File: config.mk
export PLATFORM = sky130hd
export DESIGN_NAME = aalm_core
export DESIGN_NICKNAME = d
export VERILOG_FILES = /design/src/verilog/aalm_pkg.sv /design/src/verilog/aalm_core.sv
export VERILOG_INCLUDE_DIRS = /design/src /design/src/verilog
export SDC_FILE = /design/constraint.sdc
export NUM_CORES = 2
export LEC_CHECK = 0
export BUFFER_PORTS_ARGS = -buffer_cell sky130_fd_sc_hd__buf_2
export CAP_MARGIN = 10
export CORE_ASPECT_RATIO = 0.6
export CORE_MARGIN = 5
export CORE_UTILIZATION = 50
export CTS_CLUSTER_DIAMETER = 60
export DETAILED_ROUTE_END_ITERATION = 6
export PLACE_DENSITY = 0.76
export SETUP_SLACK_MARGIN = 0.05
export SLEW_MARGIN = 25
export SYNTH_ARGS = -nofsm -noshare
export SYNTH_HDL_FRONTEND = slang
export SYNTH_SLANG_ARGS = --single-unit
File: constraint.sdc
create_clock -name clk_i -period 10.87 [get_ports clk_i]
set_input_delay 1.087 -clock clk_i [delete_from_list [all_inputs] [get_ports clk_i]]
set_output_delay 1.087 -clock clk_i [all_outputs]
set_load 0.02 [all_outputs]
File: src/verilog/aalm_regs.svh
`ifndef AALM_REGS_SVH
`define AALM_REGS_SVH

// register map seen over apb: one aligned word per entry, data in bits 7:0
`define AALM_GPR_BASE 8'h00
`define AALM_GPR_LAST 8'h7C
`define AALM_STATUS_OFS 8'h80

// status flag positions
`define AALM_FLAG_C 0
`define AALM_FLAG_Z 1
`define AALM_FLAG_N 2
`define AALM_FLAG_V 3
`define AALM_FLAG_S 4
`define AALM_FLAG_H 5

// flag groups touched by each instruction class
`define AALM_MASK_ZCNVH 8'h2F
`define AALM_MASK_ZCNV 8'h0F
`define AALM_MASK_ZNV 8'h0E
`define AALM_MASK_ZCNVS 8'h1F
`define AALM_MASK_ZC 8'h03
`define AALM_MASK_NONE 8'h00

// reset values
`define AALM_STATUS_RST 8'h00
`define AALM_GPR_RST 8'h00

// fixed operand places
`define AALM_PAIR_HI_OFS 5'h01
`define AALM_PROD_LO_IDX 5'h00
`define AALM_PROD_HI_IDX 5'h01
`define AALM_ALL_ONES 8'hFF
`define AALM_ONE 8'h01

`endif

File: src/verilog/aalm_pkg.sv
package aalm_pkg;

  typedef enum logic [4:0] {
    OP_NONE = 5'h00,
    OP_ADD = 5'h01,
    OP_ADD_CARRY = 5'h02,
    OP_SUB = 5'h03,
    OP_DIFFERENCE_WITH_BORROW = 5'h04,
    OP_MINUS_CONSTANT = 5'h05,
    OP_MINUS_CONSTANT_WITH_BORROW = 5'h06,
    OP_WORD_PLUS_IMMEDIATE = 5'h07,
    OP_WORD_MINUS_IMMEDIATE = 5'h08,
    OP_AND = 5'h09,
    OP_CONJUNCTION_WITH_CONSTANT = 5'h0A,
    OP_OR = 5'h0B,
    OP_DISJUNCTION_WITH_CONSTANT = 5'h0C,
    OP_BITWISE_EXCLUSIVE_DISJUNCTION = 5'h0D,
    OP_ONES_INVERT = 5'h0E,
    OP_TWOS_INVERT = 5'h0F,
    OP_MASK_SET_BITS = 5'h10,
    OP_MASK_CLEAR_BITS = 5'h11,
    OP_PLUS_ONE = 5'h12,
    OP_MINUS_ONE = 5'h13,
    OP_ZERO_SIGN_CHECK = 5'h14,
    OP_ZERO_REGISTER = 5'h15,
    OP_ALL_ONES_REGISTER = 5'h16,
    OP_UNSIGNED_PRODUCT = 5'h17,
    OP_SIGNED_PRODUCT = 5'h18,
    OP_MIXED_SIGN_PRODUCT = 5'h19,
    OP_FRACTIONAL_UNSIGNED_PRODUCT = 5'h1A,
    OP_FRACTIONAL_SIGNED_PRODUCT = 5'h1B,
    OP_FRACTIONAL_MIXED_PRODUCT = 5'h1C
  } aalm_op_type;

  typedef struct packed {
    aalm_op_type op;
    logic [4:0] rd;
    logic [4:0] source_register;
    logic [7:0] imm;
  } aalm_cmd_type;

  typedef struct packed {
    logic [7:0] paddr;
    logic psel;
    logic penable;
    logic pwrite;
    logic [31:0] pwdata;
  } aalm_apb_req_type;

  typedef enum logic [1:0] {
    ST_IDLE = 2'b01,
    ST_SECOND = 2'b10
  } aalm_state_type;

endpackage

File: src/verilog/aalm_core.sv
`timescale 1ns/1ps
`default_nettype none
`include "aalm_regs.svh"
// Behaviour
// (RQ1) register add, optional carry, ZCNVH, one cycle
// (RQ2) register subtract, optional borrow, ZCNVH, one cycle
// (RQ3) subtract constant from destination, ZCNVH, one cycle
// (RQ4) subtract constant and carry, ZCNVH, one cycle
// (RQ5) word plus immediate on pair, ZCNVS, two cycles
// (RQ6) word minus immediate on pair, ZCNVS, two cycles
// (RQ7) and with register or constant, ZNV
// (RQ8) or, constant or, xor: ZNV, one cycle
// (RQ9) set bits ors mask in, ZNV
// (RQ10) clear bits ands with inverted mask, ZNV
// (RQ11) test ands register with itself, ZNV
// (RQ12) three 8x8 multiplies into pair 1:0, ZC
// (RQ13) fractional multiplies shift product left once
// (RQ14) ones invert ZCNV, twos invert ZCNVH
// (RQ15) inc, dec, clear ZNV; set all ones: no flags
// (RQ16) unlisted flags keep their previous values

module aalm_core
(
  input wire logic clk_i,
  input wire logic sys_rst_i,
  input wire logic cmd_valid_i,
  input wire aalm_pkg::aalm_cmd_type cmd_i,
  input wire aalm_pkg::aalm_apb_req_type apb_i,
  output logic busy_o,
  output logic done_o,
  output logic [7:0] status_o,
  output logic apb_pready_o,
  output logic [31:0] apb_prdata_o,
  output logic apb_pslverr_o
);

  // ---------------------------------------------------------------
  // helpers
  // ---------------------------------------------------------------

  // returns {h, c, v, result}
  function automatic logic [10:0] f_add(input logic [7:0] x, input logic [7:0] y,
                                        input logic ci);
    logic [8:0] s;
    logic [4:0] l;
    s = {1'b0, x} + {1'b0, y} + {8'h00, ci};
    l = {1'b0, x[3:0]} + {1'b0, y[3:0]} + {4'h0, ci};
    f_add = {l[4], s[8], (x[7] & y[7] & ~s[7]) | (~x[7] & ~y[7] & s[7]), s[7:0]};
  endfunction

  // returns {h, c, v, result}; c and h are borrows
  function automatic logic [10:0] f_sub(input logic [7:0] x, input logic [7:0] y,
                                        input logic ci);
    logic [8:0] d;
    logic [4:0] l;
    d = {1'b0, x} - {1'b0, y} - {8'h00, ci};
    l = {1'b0, x[3:0]} - {1'b0, y[3:0]} - {4'h0, ci};
    f_sub = {l[4], d[8], (x[7] & ~y[7] & ~d[7]) | (~x[7] & y[7] & d[7]), d[7:0]};
  endfunction

  // z, c, n, v, h from an arithmetic result
  function automatic logic [7:0] f_arith_flags(input logic [10:0] r);
    logic [7:0] f;
    f = 8'h00;
    f[`AALM_FLAG_H] = r[10];
    f[`AALM_FLAG_C] = r[9];
    f[`AALM_FLAG_V] = r[8];
    f[`AALM_FLAG_N] = r[7];
    f[`AALM_FLAG_Z] = (r[7:0] == 8'h00);
    f_arith_flags = f;
  endfunction

  // z and n from a result, v cleared
  function automatic logic [7:0] f_logic_flags(input logic [7:0] r);
    logic [7:0] f;
    f = 8'h00;
    f[`AALM_FLAG_N] = r[7];
    f[`AALM_FLAG_Z] = (r == 8'h00);
    f_logic_flags = f;
  endfunction

  function automatic logic [7:0] f_merge(input logic [7:0] old_f, input logic [7:0] new_f,
                                         input logic [7:0] mask);
    f_merge = (old_f & ~mask) | (new_f & mask); // RQ16
  endfunction

  // ---------------------------------------------------------------
  // state
  // ---------------------------------------------------------------

  logic [7:0] gpr [32];
  logic [7:0] sreg;
  aalm_pkg::aalm_state_type state;
  logic [15:0] hold_res;
  logic [7:0] hold_flags;
  logic [7:0] hold_mask;
  logic [4:0] hold_lo;
  logic [4:0] hold_hi;

  // ---------------------------------------------------------------
  // operand fetch and decode
  // ---------------------------------------------------------------

  wire logic [4:0] pair_hi_idx = cmd_i.rd + `AALM_PAIR_HI_OFS;
  wire logic [7:0] op_a = gpr[cmd_i.rd];
  wire logic [7:0] op_b = gpr[cmd_i.source_register];
  wire logic [7:0] op_k = cmd_i.imm;
  wire logic carry_in = sreg[`AALM_FLAG_C];
  wire logic [15:0] pair_val = {gpr[pair_hi_idx], op_a};

  wire logic idle = (state == aalm_pkg::ST_IDLE);
  wire logic cmd_take = cmd_valid_i & idle;
  wire logic commit_long = (state == aalm_pkg::ST_SECOND);

  // multiplier: 9-bit operands so one signed multiplier covers every sign mix
  wire logic mul_a_signed = (cmd_i.op == aalm_pkg::OP_SIGNED_PRODUCT)
                          | (cmd_i.op == aalm_pkg::OP_MIXED_SIGN_PRODUCT)
                          | (cmd_i.op == aalm_pkg::OP_FRACTIONAL_SIGNED_PRODUCT)
                          | (cmd_i.op == aalm_pkg::OP_FRACTIONAL_MIXED_PRODUCT);
  wire logic mul_b_signed = (cmd_i.op == aalm_pkg::OP_SIGNED_PRODUCT)
                          | (cmd_i.op == aalm_pkg::OP_FRACTIONAL_SIGNED_PRODUCT);
  wire logic mul_frac = (cmd_i.op == aalm_pkg::OP_FRACTIONAL_UNSIGNED_PRODUCT)
                      | (cmd_i.op == aalm_pkg::OP_FRACTIONAL_SIGNED_PRODUCT)
                      | (cmd_i.op == aalm_pkg::OP_FRACTIONAL_MIXED_PRODUCT);
  wire logic signed [8:0] mul_a = {mul_a_signed & op_a[7], op_a};
  wire logic signed [8:0] mul_b = {mul_b_signed & op_b[7], op_b};
  wire logic signed [17:0] mul_full = mul_a * mul_b;
  wire logic [15:0] mul_raw = mul_full[15:0];
  // carry is taken from the product before the fractional shift
  wire logic [15:0] mul_res = mul_frac ? {mul_raw[14:0], 1'b0} : mul_raw; // RQ13

  wire logic [15:0] word_sum = pair_val + {8'h00, op_k};
  wire logic [15:0] word_dif = pair_val - {8'h00, op_k};

  // ---------------------------------------------------------------
  // result and flag selection
  // ---------------------------------------------------------------

  logic [10:0] arith;
  logic [7:0] res8;
  logic [7:0] next_flags;
  logic [7:0] flag_mask;
  logic write8;
  logic long_op;
  logic [15:0] res16;
  logic [4:0] long_lo;
  logic [4:0] long_hi;

  always_comb
  begin
    arith = 11'h000;
    res8 = op_a;
    next_flags = 8'h00;
    flag_mask = `AALM_MASK_NONE;
    write8 = 1'b0;
    long_op = 1'b0;
    res16 = 16'h0000;
    long_lo = cmd_i.rd;
    long_hi = pair_hi_idx;
    case (cmd_i.op)
      aalm_pkg::OP_ADD,
      aalm_pkg::OP_ADD_CARRY:
      begin
        arith = f_add(op_a, op_b, (cmd_i.op == aalm_pkg::OP_ADD_CARRY) & carry_in); // RQ1
        flag_mask = `AALM_MASK_ZCNVH;
      end
      aalm_pkg::OP_SUB,
      aalm_pkg::OP_DIFFERENCE_WITH_BORROW:
      begin
        arith = f_sub(op_a, op_b,
                      (cmd_i.op == aalm_pkg::OP_DIFFERENCE_WITH_BORROW) & carry_in); // RQ2
        flag_mask = `AALM_MASK_ZCNVH;
      end
      aalm_pkg::OP_MINUS_CONSTANT:
      begin
        arith = f_sub(op_a, op_k, 1'b0); // RQ3
        flag_mask = `AALM_MASK_ZCNVH;
      end
      aalm_pkg::OP_MINUS_CONSTANT_WITH_BORROW:
      begin
        arith = f_sub(op_a, op_k, carry_in); // RQ4
        flag_mask = `AALM_MASK_ZCNVH;
      end
      aalm_pkg::OP_TWOS_INVERT:
      begin
        arith = f_sub(8'h00, op_a, 1'b0); // RQ14
        flag_mask = `AALM_MASK_ZCNVH;
      end
      aalm_pkg::OP_ONES_INVERT:
      begin
        arith = f_sub(`AALM_ALL_ONES, op_a, 1'b0);
        arith[9] = 1'b1; // RQ14
        arith[8] = 1'b0;
        flag_mask = `AALM_MASK_ZCNV;
      end
      aalm_pkg::OP_PLUS_ONE:
      begin
        arith = f_add(op_a, `AALM_ONE, 1'b0); // RQ15
        flag_mask = `AALM_MASK_ZNV;
      end
      aalm_pkg::OP_MINUS_ONE:
      begin
        arith = f_sub(op_a, `AALM_ONE, 1'b0); // RQ15
        flag_mask = `AALM_MASK_ZNV;
      end
      aalm_pkg::OP_AND,
      aalm_pkg::OP_CONJUNCTION_WITH_CONSTANT,
      aalm_pkg::OP_ZERO_SIGN_CHECK:
      begin
        // a test is an and of the register with itself
        arith[7:0] = op_a & ((cmd_i.op == aalm_pkg::OP_AND) ? op_b
                   : (cmd_i.op == aalm_pkg::OP_ZERO_SIGN_CHECK) ? op_a : op_k); // RQ7 RQ11
        flag_mask = `AALM_MASK_ZNV;
      end
      aalm_pkg::OP_OR,
      aalm_pkg::OP_DISJUNCTION_WITH_CONSTANT,
      aalm_pkg::OP_MASK_SET_BITS:
      begin
        arith[7:0] = op_a | ((cmd_i.op == aalm_pkg::OP_OR) ? op_b : op_k); // RQ8 RQ9
        flag_mask = `AALM_MASK_ZNV;
      end
      aalm_pkg::OP_BITWISE_EXCLUSIVE_DISJUNCTION,
      aalm_pkg::OP_ZERO_REGISTER:
      begin
        arith[7:0] = op_a ^ ((cmd_i.op == aalm_pkg::OP_ZERO_REGISTER) ? op_a : op_b); // RQ8 RQ15
        flag_mask = `AALM_MASK_ZNV;
      end
      aalm_pkg::OP_MASK_CLEAR_BITS:
      begin
        arith[7:0] = op_a & (`AALM_ALL_ONES - op_k); // RQ10
        flag_mask = `AALM_MASK_ZNV;
      end
      aalm_pkg::OP_ALL_ONES_REGISTER:
      begin
        arith[7:0] = `AALM_ALL_ONES; // RQ15
      end
      aalm_pkg::OP_WORD_PLUS_IMMEDIATE:
      begin
        long_op = 1'b1;
        res16 = word_sum; // RQ5
        next_flags[`AALM_FLAG_V] = ~pair_val[15] & word_sum[15];
        next_flags[`AALM_FLAG_C] = pair_val[15] & ~word_sum[15];
        next_flags[`AALM_FLAG_N] = word_sum[15];
        next_flags[`AALM_FLAG_Z] = (word_sum == 16'h0000);
        next_flags[`AALM_FLAG_S] = word_sum[15] ^ (~pair_val[15] & word_sum[15]);
        flag_mask = `AALM_MASK_ZCNVS;
      end
      aalm_pkg::OP_WORD_MINUS_IMMEDIATE:
      begin
        long_op = 1'b1;
        res16 = word_dif; // RQ6
        next_flags[`AALM_FLAG_V] = pair_val[15] & ~word_dif[15];
        next_flags[`AALM_FLAG_C] = word_dif[15] & ~pair_val[15];
        next_flags[`AALM_FLAG_N] = word_dif[15];
        next_flags[`AALM_FLAG_Z] = (word_dif == 16'h0000);
        next_flags[`AALM_FLAG_S] = word_dif[15] ^ (pair_val[15] & ~word_dif[15]);
        flag_mask = `AALM_MASK_ZCNVS;
      end
      aalm_pkg::OP_UNSIGNED_PRODUCT,
      aalm_pkg::OP_SIGNED_PRODUCT,
      aalm_pkg::OP_MIXED_SIGN_PRODUCT,
      aalm_pkg::OP_FRACTIONAL_UNSIGNED_PRODUCT,
      aalm_pkg::OP_FRACTIONAL_SIGNED_PRODUCT,
      aalm_pkg::OP_FRACTIONAL_MIXED_PRODUCT:
      begin
        long_op = 1'b1;
        res16 = mul_res; // RQ12
        long_lo = `AALM_PROD_LO_IDX;
        long_hi = `AALM_PROD_HI_IDX;
        next_flags[`AALM_FLAG_C] = mul_raw[15];
        next_flags[`AALM_FLAG_Z] = (mul_res == 16'h0000);
        flag_mask = `AALM_MASK_ZC;
      end
      default:
      begin
        // unused codes write the operand back, so register and flags stay put
        arith[7:0] = op_a;
      end
    endcase
    if (!long_op && cmd_i.op != aalm_pkg::OP_NONE)
    begin
      write8 = 1'b1;
      res8 = arith[7:0];
      next_flags = (flag_mask == `AALM_MASK_ZNV) ? f_logic_flags(arith[7:0])
                 : f_arith_flags(arith);
      if (cmd_i.op == aalm_pkg::OP_PLUS_ONE || cmd_i.op == aalm_pkg::OP_MINUS_ONE)
      begin
        next_flags[`AALM_FLAG_V] = arith[8];
      end
    end
  end

  // ---------------------------------------------------------------
  // apb decode
  // ---------------------------------------------------------------

  wire logic apb_hit_gpr = (apb_i.paddr <= `AALM_GPR_LAST) && (apb_i.paddr[1:0] == 2'b00);
  wire logic apb_hit_status = (apb_i.paddr == `AALM_STATUS_OFS);
  wire logic [4:0] apb_idx = apb_i.paddr[6:2];
  // software waits while the datapath owns the register file this edge
  wire logic apb_go = apb_i.psel & apb_i.penable & ~apb_pready_o & ~cmd_take & ~commit_long;
  wire logic apb_wr_gpr = apb_go & apb_i.pwrite & apb_hit_gpr;
  wire logic apb_wr_status = apb_go & apb_i.pwrite & apb_hit_status;
  wire logic [7:0] apb_rd_byte = apb_hit_gpr ? gpr[apb_idx]
                               : apb_hit_status ? sreg : 8'h00;

  // ---------------------------------------------------------------
  // sequencing
  // ---------------------------------------------------------------

  always_ff @(posedge clk_i)
  begin
    if (sys_rst_i)
    begin
      state <= aalm_pkg::ST_IDLE;
      busy_o <= 1'b0;
      done_o <= 1'b0;
    end
    else
    begin
      busy_o <= cmd_take & long_op;
      done_o <= (cmd_take & ~long_op) | commit_long;
      case (state)
        aalm_pkg::ST_IDLE:
        begin
          if (cmd_take && long_op)
          begin
            state <= aalm_pkg::ST_SECOND; // RQ5 RQ6 RQ12
          end
        end
        aalm_pkg::ST_SECOND:
        begin
          state <= aalm_pkg::ST_IDLE;
        end
        default:
        begin
          state <= aalm_pkg::ST_IDLE;
        end
      endcase
    end
  end

  always_ff @(posedge clk_i)
  begin
    if (sys_rst_i)
    begin
      hold_res <= 16'h0000;
      hold_flags <= 8'h00;
      hold_mask <= `AALM_MASK_NONE;
      hold_lo <= 5'h00;
      hold_hi <= 5'h00;
    end
    else if (cmd_take)
    begin
      hold_res <= res16;
      hold_flags <= next_flags;
      hold_mask <= flag_mask;
      hold_lo <= long_lo;
      hold_hi <= long_hi;
    end
  end

  // ---------------------------------------------------------------
  // register file and status
  // ---------------------------------------------------------------

  always_ff @(posedge clk_i)
  begin
    if (sys_rst_i)
    begin
      for (int i = 0; i < 32; i++)
      begin
        gpr[i] <= `AALM_GPR_RST;
      end
    end
    else if (commit_long)
    begin
      gpr[hold_lo] <= hold_res[7:0];
      gpr[hold_hi] <= hold_res[15:8];
    end
    else if (cmd_take && write8)
    begin
      gpr[cmd_i.rd] <= res8;
    end
    else if (apb_wr_gpr)
    begin
      gpr[apb_idx] <= apb_i.pwdata[7:0];
    end
  end

  always_ff @(posedge clk_i)
  begin
    if (sys_rst_i)
    begin
      sreg <= `AALM_STATUS_RST;
    end
    else if (commit_long)
    begin
      sreg <= f_merge(sreg, hold_flags, hold_mask); // RQ16
    end
    else if (cmd_take)
    begin
      sreg <= f_merge(sreg, next_flags, flag_mask); // RQ16
    end
    else if (apb_wr_status)
    begin
      sreg <= apb_i.pwdata[7:0];
    end
  end

  assign status_o = sreg;

  // ---------------------------------------------------------------
  // apb answer
  // ---------------------------------------------------------------

  always_ff @(posedge clk_i)
  begin
    if (sys_rst_i)
    begin
      apb_pready_o <= 1'b0;
      apb_prdata_o <= 32'h00000000;
      apb_pslverr_o <= 1'b0;
    end
    else
    begin
      apb_pready_o <= apb_go;
      apb_pslverr_o <= apb_go & ~apb_hit_gpr & ~apb_hit_status;
      if (apb_go && !apb_i.pwrite)
      begin
        apb_prdata_o <= {24'h000000, apb_rd_byte};
      end
    end
  end

endmodule
`default_nettype wire

* Yosys cells after proc, flatten, opt, wreduce, memory -nomap -nowiden
Memories as Yosys holds them, arrays and structs flattened. Cells that the tools add are included.
Word-level totals: flip-flop bits (word level) 64, memory bits (writable) 256, input bits 69, word-level logic and storage cells 231, memories 1
Cells by class: $add $sub $neg 24, multipliers 1, magnitude comparators 1, equality and inequality tests 32, mux-type cells 50, bitwise gates (word level) 80, reductions and logical operators 30
Memories:
- gpr | depth 32, bits a word 8, rd ports 4, clocked after Yosys merged registers in 0, write ports 32, line aalm_core.sv:91 | logic [7:0] gpr [32];
Operator list (count):
- $mux W8 | 14
- $pmux W8 S14 | 1
- $eq A5 B5 Y1 const B | 13
- $and A8 B8 Y8 | 6
- $logic_not A16 Y1 | 3
- $pmux W16 S3 | 1
- $eq A5 B4 Y1 const B | 8
- $reduce_or A8 Y1 | 5
- $and A1 B1 Y1 | 37
- $mux W5 | 6
- $pmux W6 S5 | 1
- $or A8 B8 Y8 | 3
- $pmux W3 S8 | 1
- $mux W1 | 21
- $eq A5 B3 Y1 const B | 4
- $not A1 Y1 | 18
- $sub A8 B8 Y9 | 2
- $sub A9 B1 Y9 | 2
- $add A16 B8 Y16 | 1
- $mul A9 B9 Y16 | 1
- $mux W16 | 1
- $not A8 Y8 | 2
- $sub A16 B8 Y16 | 1
- $sub A8 B8 Y8 const A | 2
- other kinds (39) | 64

* Longest topological paths before layout
word-level depth 14, depth in mapped cells 33

* Least setup slack after synthesis
OpenSTA, ideal clock, no wires.
path type input port to flip-flop, start point input port cmd_i[15] in the netlist's numbering, end point register with a tool-made name, setup time 0.103 ns, arrival 7.758 ns, data required time 10.767 ns, path slack 3.009 ns, cell stages on the path 31, path through buf_6 > buf_12 > buf_12 > buf_12 > buf_8 > mux4_2 > mux2i_1 > a22oi_1 > nand2_1 > clkbuf_1 > nor2_1 > nand2_1 > fa_1 > inv_1 > fa_1 > fa_1 > fa_1 > inv_1 > fa_1 > inv_1 > ha_1 > a21oi_1 > o21bai_1 > a21oi_1 > o21ai_0 > nand3_1 > and3_1 > mux2_4 > o41ai_2 > a211oi_1 > a2111oi_2
RTL lines:
- from (decl) | line aalm_core.sv:27 | input wire aalm_pkg::aalm_cmd_type cmd_i,

==> impl_summary.md <==
Job
Max-cap violations in this run came to 0.

Setup path
The register-to-register path setup slack is 2.78 ns. For the worst setup path, the data arrival time is 9.71 ns. The worst setup path is captured at a register. In this run the worst path has a maximum fanout of 36. The largest individual stage delay along the critical path comes from the cell and2b_1. The data required time at the worst endpoint is 11.34 ns. The critical path is of the in -> reg type. The most repeated library cell on the critical path is inv_1. The kind of launch point of the worst setup path is an input pin.

The first element of the critical path is cmd_i[14]. The cell count of the worst reg-to-reg path is 25. For this run, the slowest stage of the critical path takes 0.86 ns. The startpoint identified for the worst register-to-register timing path is gpr[30][6].

Floorplanning
The floorplan step defined a die boundary enclosing 66400 sq um. Measured along the y axis, the die boundary spans 202 um. Once the floorplan was initialized, standard cells occupied 50.3% of the core.

The floorplan step set the die width to between 300 and 400 um. The number of placed I/O pins is 113. The region available for standard cell placement spans 60800 sq um. The total number of placement rows is 70.

Cells and area
The most common cell after layout, fill and taps aside is nand2_1. The area growth from synthesis to layout is 5.32%. In the final layout, the multi-input gates occupy 19800 sq um. The finished cells cover 32200 sq um. The layout net count is 3221. The footprint of the flip-flops and latches is 8880 sq um.

The post-route netlist has 16.2% of its cells at a drive strength greater than 1. Leaving out fill and tap cells, the most frequent cells in the layout are nand2_1 (341), edfxtp_1 (256), nor2_1 (243). The number of filler instances in the final layout is 5475.

Placed design
The placed instances occupy a cell area of 31000 sq um. The last weighted congestion value of the routability-driven placer is approximately 1.1. The count of input and output buffers is 64. The wire-length estimate of the detail-placed layout is 99300 um.

CTS
Once the clock tree was built, the setup fixing pass inserted 0 buffers. The library cell used as clock root buffer is clkbuf_16. TritonCTS built the clock tree. The H-tree was split into 2 levels. Clock-pin slew was measured on the worst setup and hold paths at 0.07 ns. The sink count of the clock tree is 315. The number of clock buffers inserted by TritonCTS is 34.

At the later pin of the worst-skew pair, clock insertion delay measures 0.58 ns. The clock tree buffer depth is 3. The number of instances resized during post-cts repair is 0. The hold buffer count at cts is 0.

Drt
In the routed design, unresolved DRC markers number 14. The initial DRC count is around 5600. The first detailed-routing pass took 7 iterations. For this block, the routed nets add up to 134000 um of wire. The antenna violation net count after detailed routing is 0. The routed length per placed instance is 34.7 um. Summing over every cut layer, the via total after detailed routing is 29000. Dividing the detail-routed via count by the number of cells gives 7.51.

Global route
For this run, the total global-route usage over all layers was measured as 39.0%. The number of antenna violations at the first check in global routing is 12. After global routing the overflow that remains totals 0.

The first-pass GRT wire length is ~190000 um. Entering global routing, the biggest net connects 82 pins. The number of global-route vias before repair came to 26000.

Synthesis
The async set-reset flop share out of synthesis is 0%. The cell count after synthesis came out at 3103. The largest family of logic cells by synthesized area is multiplexers. The post-synthesis xor/xnor area fraction is 1.73%.

In the synthesized netlist the dominant register cell turns out to be edfxtp_1. The portion of synthesized area spent on multiplexers is between 20% and 30%. The average instance area after synthesis is a little under 10 sq um. The number of unique standard cell types used by synthesis is 108. The post-synthesis adder-cell area fraction is under 10%. The number of enable-type register cells in the synthesized netlist is 256. After Yosys synthesis, and, or, nand and nor cells account for 14.8% of the synthesized area. The synthesized netlist devotes 17.9% of its cell area to compound gates. The number of warnings printed during yosys synthesis is 0. The post-synthesis register bit count is between 300 and 400. The proportion of synthesized chip area in sequential cells is 29.0%.

The area of the mapped netlist is just over 30000 sq um.

STA
The slew at the pin closest to its max-slew limit is approximately 1.3 ns. Measured against its own limit, the worst slew margin works out to 15.0%. The final setup violation count is 0. On the final layout, the worst clock skew is around 0.033 ns.

The worst hold slack is around 0.45 ns. For the finished layout, the period the worst path requires is approximately 9.2 ns. The number of max-slew violations in the final report is 0. The number of hold violations in the final report was 0. Setup repair after global routing left no endpoint under its margin. The final period utilization is 85.0%.

Derived from the worst setup path, the maximum achievable clock frequency is 108 MHz. The accumulated negative setup slack is 0 ns.

Pwr
The overall power after layout is 0.00501 W. VDD sags by at most 189 uV. The leakage dissipation is approximately 12 nW. For this design the ratio of total power to cell area is 156 nW/um^2.

Run status
The flow ran to the end, but the final reports show violations. The checks that failed: design-rule violations.

Min path
The worst hold path belongs to the class reg -> reg.
-- metrics by stage --
stage	util, %	worst slack (ns)	cells
final	53.0	1.63	3857
after global routing	53.0	1.42	3852
after CTS	52.9	1.97	3848
after detailed placement	51.1	1.38	3787
after global placement	51.1	1.48	3787
after floorplan	-	3.01	3126
-- cell type report --
cell class | count | share of cell area (%)
antenna | 9 | 0.0699
clock buffer | 40 | 2.84
clock inverter | 21 | 0.633
inverter | 127 | 1.50
multi-input combinational | 2383 | 61.4
sequential | 315 | 27.6
tap | 828 | 3.22
timing repair buffer | 134 | 2.79
-- critical path, delay by kind of cell --
kind / cells / cell delay [ns]
xor+xnor: 1 / 0.32
simple gates: 4 / 1.98
compound gates: 8 / 2.20
buf+inv: 8 / 1.42
fa+ha+maj: 8 / 2.64
-- cells in the mapped netlist (all sizes together), types with 59 or more instances --
cell type | n | area share, %
fa | 69 | 4.5
buf | 142 | 3.5
a22o | 136 | 3.9
nor3 | 83 | 1.4
inv | 125 | 1.6
nor2 | 245 | 3.0
a21oi | 137 | 2.3
nand2 | 343 | 4.2
clkbuf | 159 | 2.0
ha | 88 | 3.6
mux2i | 157 | 5.1
dfxtp | 59 | 3.9
mux4 | 214 | 16
nand3 | 67 | 1.1
o21ai | 220 | 3.6
a22oi | 60 | 1.5
edfxtp | 256 | 25
-- power by group --
| part | internal, W | switching (W) |
|---|---|---|
| Clock | 0.000681 | 0.000540 |
| Combinational | 0.000748 | 0.00153 |
| Sequential | 0.00136 | 0.000153 |
-- sequential cells by signal, indices dropped and copies added, names as in the netlist, named ones only --
register	flops
apb_prdata_o	8
apb_pready_o	1
apb_pslverr_o	1
busy_o	1
done_o	1
gpr	256
hold_flags	6
hold_hi	5
hold_lo	5
hold_mask	5
hold_res	16
state	2
status_o	2
-- logic make-up after synthesis --
family / count (synthesis)
AND/OR/NAND/NOR: 967
AO/OA/AOI/OAI: 794
buffers and inverters: 428
multiplexers: 384
flip-flops: 315
adder cells (fa/ha/maj): 157
XOR/XNOR: 57
other: 1
-- layer usage --
layer | GRT usage (%) | part of all wire, % | vias to the layer above | wire (um)
met1 | 55.9 | 39 | 14100 | 51600
met2 | 44.9 | 35 | 2933 | 46300
met5 | 3.84 | 0.29 | - | 387
met4 | 7.77 | 2.8 | 12 | 3780
li1 | - | - | 11600 | -
met3 | 29.9 | 24 | 345 | 31900
-- worst min path at each step --
stage | cells past startpoint | end | slack [ns] | from
final | 2 | hold_lo[4] | 0.45 | hold_lo[4]
after global routing | 2 | hold_lo[4] | 0.48 | hold_lo[4]
after CTS | 2 | hold_lo[4] | 0.45 | hold_lo[4]
after detailed placement | 2 | hold_lo[4] | 0.44 | hold_lo[4]
after global placement | 2 | hold_lo[2] | 0.44 | hold_lo[2]
after floorplan | 2 | hold_lo[4] | 0.43 | hold_lo[4]
(Power assumes the default switching activity.)
